### src/ebw_pkg.sv
// Constants and types for the external bus width control register bank.
// How it works
// - ROM width field bits 3:2, coded decode.
// - ROM absent blocks access, CPU gets abort.
// - SRAM width field bits 5:4, same coding.
// - I/O bank 0/1 width bits 7:6 decoded.
// - Shared-variant I/O bank 2/3 width bits 9:8.
// - Split-variant I/O 2/3 width, own register 7:6.
// - Reserved bits read zero, writes discarded.
// - Full 32-bit read and write access.
package ebw_pkg;

	////////////////////////////////////////////////////////////////////////////////
	// Register byte addresses.
	localparam logic [31:0] EBW_ADDR_REGION_WIDTH = 32'h7810_0000;
	localparam logic [31:0] EBW_ADDR_IO23_WIDTH = 32'h7830_0000;

	////////////////////////////////////////////////////////////////////////////////
	// Field positions (low bit of each two-bit field).
	localparam int EBW_ROM_LSB = 2;
	localparam int EBW_SRAM_LSB = 4;
	localparam int EBW_IO01_LSB = 6;
	localparam int EBW_IO23_MAIN_LSB = 8;
	localparam int EBW_IO23_SEP_LSB = 6;

	////////////////////////////////////////////////////////////////////////////////
	// Width codes and reset values.
	localparam logic [1:0] EBW_WIDTH_ABSENT = 2'h0;
	localparam logic [1:0] EBW_WIDTH_8 = 2'h1;
	localparam logic [1:0] EBW_WIDTH_16 = 2'h2;
	localparam logic [1:0] EBW_ROM_RESET = 2'h2;
	localparam logic [1:0] EBW_SRAM_RESET = 2'h0;
	localparam logic [1:0] EBW_IO01_RESET = 2'h0;
	localparam logic [1:0] EBW_IO23_RESET = 2'h0;

	////////////////////////////////////////////////////////////////////////////////
	// AXI response codes.
	localparam logic [1:0] EBW_RESP_OKAY = 2'h0;
	localparam logic [1:0] EBW_RESP_SLVERR = 2'h2;

	// Region selector and internal access size.
	typedef enum logic [1:0] {EBW_REGION_ROM, EBW_REGION_SRAM, EBW_REGION_IO01, EBW_REGION_IO23} ebw_region_t;
	typedef enum logic [1:0] {EBW_SIZE_BYTE, EBW_SIZE_HALF, EBW_SIZE_WORD} ebw_size_t;

endpackage : ebw_pkg

### src/ebw_top.sv
// AXI4-Lite bus width register bank with region access check and transfer count.
`timescale 1ns/1ps
module ebw_top
	import ebw_pkg::*;
#(
	parameter bit SPLIT_IO23 = 1'b0
) (
	input wire logic aclk,
	input wire logic aresetn,
	input wire logic [31:0] s_axi_awaddr,
	input wire logic s_axi_awvalid,
	output logic s_axi_awready,
	input wire logic [31:0] s_axi_wdata,
	input wire logic [3:0] s_axi_wstrb,
	input wire logic s_axi_wvalid,
	output logic s_axi_wready,
	output logic [1:0] s_axi_bresp,
	output logic s_axi_bvalid,
	input wire logic s_axi_bready,
	input wire logic [31:0] s_axi_araddr,
	input wire logic s_axi_arvalid,
	output logic s_axi_arready,
	output logic [31:0] s_axi_rdata,
	output logic [1:0] s_axi_rresp,
	output logic s_axi_rvalid,
	input wire logic s_axi_rready,
	input wire logic acc_valid,
	input wire logic [1:0] acc_region,
	input wire logic acc_from_dma,
	input wire logic [1:0] acc_size,
	output logic acc_done,
	output logic acc_abort,
	output logic acc_error,
	output logic [2:0] acc_ext_transfers,
	output logic [1:0] rom_region_width,
	output logic [1:0] sram_region_width,
	output logic [1:0] io_bank01_width,
	output logic [1:0] io_bank23_width
);

	////////////////////////////////////////////////////////////////////////////////
	// Write channel holding state.
	// Each channel frees its slot only on the response handshake, so at most one
	// write is ever in flight and the held address and data cannot be overtaken.
	logic [31:0] aw_addr;
	logic [31:0] w_data;
	logic [3:0] w_strb;
	logic aw_held;
	logic w_held;
	logic do_write;
	logic wr_main;
	logic wr_sep;
	logic rd_main;
	logic rd_sep;
	logic [31:0] next_rdata;

	// Only the stored fields exist as flops, so reserved bits can never hold a value.
	assign do_write = aw_held && w_held && !s_axi_bvalid;
	assign wr_main = (aw_addr == EBW_ADDR_REGION_WIDTH);
	assign wr_sep = SPLIT_IO23 && (aw_addr == EBW_ADDR_IO23_WIDTH);
	assign rd_main = (s_axi_araddr == EBW_ADDR_REGION_WIDTH);
	assign rd_sep = SPLIT_IO23 && (s_axi_araddr == EBW_ADDR_IO23_WIDTH);

	// Address and data are taken independently, in either order.
	always_ff @(posedge aclk) begin
		if (!aresetn) begin
			s_axi_awready <= 1'b1;
			aw_held <= 1'b0;
			aw_addr <= 32'h0000_0000;
		end else if (s_axi_awvalid && s_axi_awready) begin
			s_axi_awready <= 1'b0;
			aw_held <= 1'b1;
			aw_addr <= s_axi_awaddr;
		end else if (s_axi_bvalid && s_axi_bready) begin
			s_axi_awready <= 1'b1;
			aw_held <= 1'b0;
		end
	end

	// Write data side; the ready stays low until the response is accepted.
	always_ff @(posedge aclk) begin
		if (!aresetn) begin
			s_axi_wready <= 1'b1;
			w_held <= 1'b0;
			w_data <= 32'h0000_0000;
			w_strb <= 4'h0;
		end else if (s_axi_wvalid && s_axi_wready) begin
			s_axi_wready <= 1'b0;
			w_held <= 1'b1;
			w_data <= s_axi_wdata;
			w_strb <= s_axi_wstrb;
		end else if (s_axi_bvalid && s_axi_bready) begin
			s_axi_wready <= 1'b1;
			w_held <= 1'b0;
		end
	end

	// Write response; an address that maps to no register answers SLVERR.
	always_ff @(posedge aclk) begin
		if (!aresetn) begin
			s_axi_bvalid <= 1'b0;
			s_axi_bresp <= EBW_RESP_OKAY;
		end else if (do_write) begin
			s_axi_bvalid <= 1'b1;
			s_axi_bresp <= (wr_main || wr_sep) ? EBW_RESP_OKAY : EBW_RESP_SLVERR;
		end else if (s_axi_bready) begin
			s_axi_bvalid <= 1'b0;
		end
	end

	////////////////////////////////////////////////////////////////////////////////
	// Width fields; all live in byte lane 0 except the shared bank 2/3 field in lane 1.
	// A width update steers the access check from the next clock onward.
	always_ff @(posedge aclk) begin
		if (!aresetn) begin
			rom_region_width <= EBW_ROM_RESET;
			sram_region_width <= EBW_SRAM_RESET;
			io_bank01_width <= EBW_IO01_RESET;
		end else if (do_write && wr_main && w_strb[0]) begin
			rom_region_width <= w_data[EBW_ROM_LSB +: 2];
			sram_region_width <= w_data[EBW_SRAM_LSB +: 2];
			io_bank01_width <= w_data[EBW_IO01_LSB +: 2];
		end
	end

	// One flop holds the bank 2/3 width; the variant picks which register reaches it.
	always_ff @(posedge aclk) begin
		if (!aresetn) begin
			io_bank23_width <= EBW_IO23_RESET;
		end else if (do_write && !SPLIT_IO23 && wr_main && w_strb[1]) begin
			io_bank23_width <= w_data[EBW_IO23_MAIN_LSB +: 2];
		end else if (do_write && wr_sep && w_strb[0]) begin
			io_bank23_width <= w_data[EBW_IO23_SEP_LSB +: 2];
		end
	end

	////////////////////////////////////////////////////////////////////////////////
	// Read data assembly; every bit without a field is a constant zero.
	// The decode is an exact match, so any other address answers SLVERR with zero data.
	always_comb begin
		next_rdata = 32'h0000_0000;
		if (rd_main) begin
			next_rdata[EBW_ROM_LSB +: 2] = rom_region_width;
			next_rdata[EBW_SRAM_LSB +: 2] = sram_region_width;
			next_rdata[EBW_IO01_LSB +: 2] = io_bank01_width;
			if (!SPLIT_IO23) begin
				next_rdata[EBW_IO23_MAIN_LSB +: 2] = io_bank23_width;
			end
		end else if (rd_sep) begin
			next_rdata[EBW_IO23_SEP_LSB +: 2] = io_bank23_width;
		end
	end

	// Read channel; the answer comes one cycle after the address is taken.
	always_ff @(posedge aclk) begin
		if (!aresetn) begin
			s_axi_arready <= 1'b1;
			s_axi_rvalid <= 1'b0;
			s_axi_rdata <= 32'h0000_0000;
			s_axi_rresp <= EBW_RESP_OKAY;
		end else if (s_axi_arvalid && s_axi_arready) begin
			s_axi_arready <= 1'b0;
			s_axi_rvalid <= 1'b1;
			s_axi_rdata <= next_rdata;
			s_axi_rresp <= (rd_main || rd_sep) ? EBW_RESP_OKAY : EBW_RESP_SLVERR;
		end else if (s_axi_rvalid && s_axi_rready) begin
			s_axi_arready <= 1'b1;
			s_axi_rvalid <= 1'b0;
		end
	end

	////////////////////////////////////////////////////////////////////////////////
	// Region access check and external transfer count.
	// The check is a single registered stage: results always appear one clock after the
	// request, whatever the region, so masters may issue a request on every cycle.
	// The count covers the data phase only; wait states and chip-select timing belong
	// to the access timing logic and are not modelled here.
	logic [1:0] sel_width;
	logic sel_is_8;
	logic [2:0] next_transfers;

	// Pick the width of the addressed region.
	always_comb begin
		unique case (ebw_region_t'(acc_region))
			EBW_REGION_ROM: sel_width = rom_region_width;
			EBW_REGION_SRAM: sel_width = sram_region_width;
			EBW_REGION_IO01: sel_width = io_bank01_width;
			EBW_REGION_IO23: sel_width = io_bank23_width;
		endcase
	end

	// The 8-bit code on ROM and SRAM means 8-bit only on the split variant; elsewhere,
	// and for the reserved code, the path falls back to 16-bit since nothing is promised.
	assign sel_is_8 = (sel_width == EBW_WIDTH_8)
		&& (SPLIT_IO23 || acc_region == EBW_REGION_IO01 || acc_region == EBW_REGION_IO23);

	// A narrow region splits a wider internal access into back-to-back transfers.
	always_comb begin
		next_transfers = 3'd1;
		if (acc_size == EBW_SIZE_WORD) begin
			next_transfers = sel_is_8 ? 3'd4 : 3'd2;
		end else if (acc_size == EBW_SIZE_HALF && sel_is_8) begin
			next_transfers = 3'd2;
		end
	end

	// An absent region blocks the access: CPU sees abort, DMA sees error.
	always_ff @(posedge aclk) begin
		if (!aresetn) begin
			acc_done <= 1'b0;
			acc_abort <= 1'b0;
			acc_error <= 1'b0;
			acc_ext_transfers <= 3'd0;
		end else begin
			acc_done <= acc_valid;
			acc_abort <= acc_valid && !acc_from_dma && (sel_width == EBW_WIDTH_ABSENT);
			acc_error <= acc_valid && acc_from_dma && (sel_width == EBW_WIDTH_ABSENT);
			acc_ext_transfers <= (acc_valid && sel_width != EBW_WIDTH_ABSENT) ? next_transfers : 3'd0;
		end
	end

endmodule : ebw_top

### config.mk
export PLATFORM = sky130hd
export DESIGN_NAME = ebw_top
export DESIGN_NICKNAME = d
export VERILOG_FILES = /design/src/ebw_pkg.sv /design/src/ebw_top.sv
export SDC_FILE = /design/constraint.sdc
export NUM_CORES = 1
export LEC_CHECK = 0
export BUFFER_PORTS_ARGS = -buffer_cell sky130_fd_sc_hd__buf_4
export CORE_MARGIN = 1
export CORE_UTILIZATION = 46
export CTS_BUF_LIST = sky130_fd_sc_hd__clkbuf_8
export CTS_CLUSTER_DIAMETER = 30
export DETAILED_ROUTE_END_ITERATION = 16
export PLACE_DENSITY = 0.82
export SETUP_SLACK_MARGIN = 0.05
export SLEW_MARGIN = 20
export SYNTH_ARGS = -nofsm -noshare
export SYNTH_HDL_FRONTEND = slang
export SYNTH_SLANG_ARGS = --single-unit
### constraint.sdc
create_clock -name aclk -period 2.2 [get_ports aclk]
set_input_delay 0.44 -clock aclk [delete_from_list [all_inputs] [get_ports aclk]]
set_output_delay 0.44 -clock aclk [all_outputs]
set_load 0.01 [all_outputs]
==> impl_metrics.ini <==
[pwr]
pwr_density_cell_nw_per_um2 = 763
power_switching_w = 0.000715
power_w = 0.00315
vdd_drop_max_mv = 0.566
comb_power_share = 0.112
swShare = 0.227
clock_power_share = 0.438
p_leak_nw = 1.80
seq_power_share = 0.450
intPower_w = 0.00243

[global_route]
grt_pass1_vias = 2655
overflow = 0
antenna_found_initial = 0
grt.total_usage = 0.217
grt_pass1_wl_mm = 12.1
grt_max_degree = 35

[finish]
instances_no_fill = 564
fillers = 579
fin_nets = 595
area_growth_syn_to_layout_pct = 35.4
diodes = 0
drive_gt1_frac = 0.300

[floorplanning]
ioPinCount = 168
die_y_um = 83.4
die_w_um = 83.4
num_rows = 29
dieArea_um2 = 6950
start_util = 0.477
core-area_um2 = 6390

[yosys]
synth_area_um2 = 3040
seq_area_frac_synth = 0.480
muxShareOfSynthArea = 0.0481
synth_area_leaders = dfxtp_1 (48%), nand2_1 (14%), a21oi_1 (9.5%)
synth_top_family_by_area = simple AND/OR/NAND/NOR gates
synth_top_area_cell = dfxtp_1
synth_xor_area_frac = 0
synthDominantCellAreaShare = 0.480
synth-main-ff-cell = dfxtp_1
synth.avg_cell_area_um2 = 8.21
syn_inst = 371
synth_cell_types = 36
ys_warn_count = 0
ys_async_sr_fraction = 0
synthSimpleGateAreaFrac = 0.265
synth_compound_area_frac = 0.104
synth_edf_count = 0
ys_ff_latch = 73
synthAdderAreaFrac = 0

[setup_path]
crit_arrival_ns = 2.22
cp_num_buf_inv = 0
crit_chain = or4_4 -> nor4_4 -> and4_1 -> mux2i_1
slowest_delay_ns = 0.54
path_max_fanout = 6
cp-end-kind = flop
cp_top_family = simple AND/OR/NAND/NOR gates
worst-endpoint-required_ns = 2.48
worstSetupStartpointType = flop
crit_slowest_cell = or4_4
crit_type = reg2reg

[clocking]
root_buffer = clkbuf_8
h-tree-depth = 3
cts_sinks = 73
clk_latency_ns = 0.35
clock_path_buffers = 2
hold_buffers = 0
post_cts_buffers = 0
path_clk_slew_ns = 0.08
cts_buffers = 9
cts_tree = done
cts-resized-gates = 0

[drt]
via_count = 2793
via_per_inst = 4.95
drtIter0Drc = 108
dr.pass1.iters = 4
routed_wl_mm = 7.16
drc = 0
wl_per_cell_um = 12.7
postRouteAntennaNets = 0

[place]
place.gp.congestion = 0.764
hpwl_mm = 5.38
io_buffers = 115
placed_cells = 548

[hold_path]
hp-class = in2reg

[timing]
setup_viol = 0
tns_ns = 0
holdWs_ns = 0.270
worst_pin_slew_ns = 0.560
skew_ns = 0.00790
fmax_ghz = 0.514
rsz0062_at_grt = false
final.period_utilization = 0.884
layout_min_cycle_time_ns = 1.94
final-hold-violation-count = 0
slew_violations = 0
max-slew-margin-rel = 0.627

[flow_run]
cap_violations = 0

[status]
outcome = completed
==> power groups by stage <==
| stage | registers [W] | logic, W | clock network (W) |
|---|---|---|---|
| detailed placement | 0.00145 | 0.000354 | 0 |
| finish | 0.00142 | 0.000352 | 0.00138 |
| global placement | 0.00144 | 0.000345 | 0 |
| global route | 0.00142 | 0.000391 | 0.00148 |
| CTS | 0.00142 | 0.000355 | 0.00140 |
| floorplan | 0.00144 | 0.000211 | 0 |
==> registers in the layout, summed over array words and instances (netlist names), 2 cells and up <==
register	flops
sram_region_width	2
io_bank23_width	2
s_axi_rdata	8
io_bank01_width	2
rom_region_width	2
acc_ext_transfers	3
w_strb	2
aw_addr	32
w_data	8
==> area by class of cell <==
type | instances | area [µm²] | area share
Clock inverter | 7 | 143 | 0.0346
Sequential cell | 73 | 1460 | 0.355
Clock buffer | 9 | 124 | 0.0301
Multi-Input combinational cell | 268 | 1370 | 0.332
Tap cell | 77 | 96.3 | 0.0234
Timing Repair Buffer | 118 | 886 | 0.215
Inverter | 12 | 45.0 | 0.0109
==> per-layer routing <==
| layer | vias up | share of wire | track usage |
|---|---|---|---|
| met4 | 0 | 0.017 | 0.0846 |
| met3 | 13 | 0.086 | 0.0736 |
| met5 | - | 0 | 0 |
| met1 | 1257 | 0.38 | 0.231 |
| li1 | 1411 | - | - |
| met2 | 112 | 0.52 | 0.391 |
==> kinds of logic after synthesis <==
logic type / Yosys count
buffers and inverters: 55
AND/OR/NAND/NOR: 167
flip-flops: 73
multiplexers: 12
AO/OA/AOI/OAI: 63
other: 1
==> cell usage after synthesis (2+ instances only) <==
| master | instances |
|---|---|
| nand2_1 | 113 |
| dfxtp_1 | 73 |
| a21oi_1 | 58 |
| buf_4 | 26 |
| clkbuf_1 | 12 |
| inv_1 | 12 |
| mux2i_1 | 9 |
| nor2_1 | 8 |
| or4_1 | 8 |
| nor4_1 | 5 |
| o21ai_0 | 5 |
| buf_1 | 4 |
| nor3_1 | 4 |
| nor4b_1 | 4 |
| and2_1 | 3 |
| nor2b_1 | 3 |
| mux4_2 | 2 |
| nand4_1 | 2 |
| or4_2 | 2 |
| or4_4 | 2 |
==> cell usage in the layout (no fill, tap or decap), drive strengths merged, types with 5 or more instances in the layout <==
master,instances
buf,118
or4,12
nand2,113
conb,26
a21oi,58
o21ai,5
mux2i,9
dfxtp,73
nor2,8
clkbuf,9
inv,12
nor4,6
==> path summary, 6_finish.rpt <==
kind / endpoint / cells past startpoint / slack, ns / startpoint
min reg2reg: io_bank23_width[0] / 2 / 0.46 / w_data[8]
max: io_bank01_width[0] / 4 / 0.26 / aw_addr[8]
min: acc_abort / 2 / 0.27 / acc_from_dma
max reg2reg: io_bank01_width[0] / 4 / 0.26 / aw_addr[8]
==> stage by stage <==
| step | setup WS, ns | instance area (µm²) | util |
|---|---|---|---|
| floorplan | 0.505 | 3140 | - |
| global placement | 0.245 | 3850 | 0.603 |
| detailed placement | 0.187 | 3850 | 0.603 |
| CTS | 0.216 | 4120 | 0.645 |
| global route | 0.128 | 4120 | 0.645 |
| finish | 0.255 | 4120 | 0.645 |
Note: power is estimated with default switching activity, not from simulation.
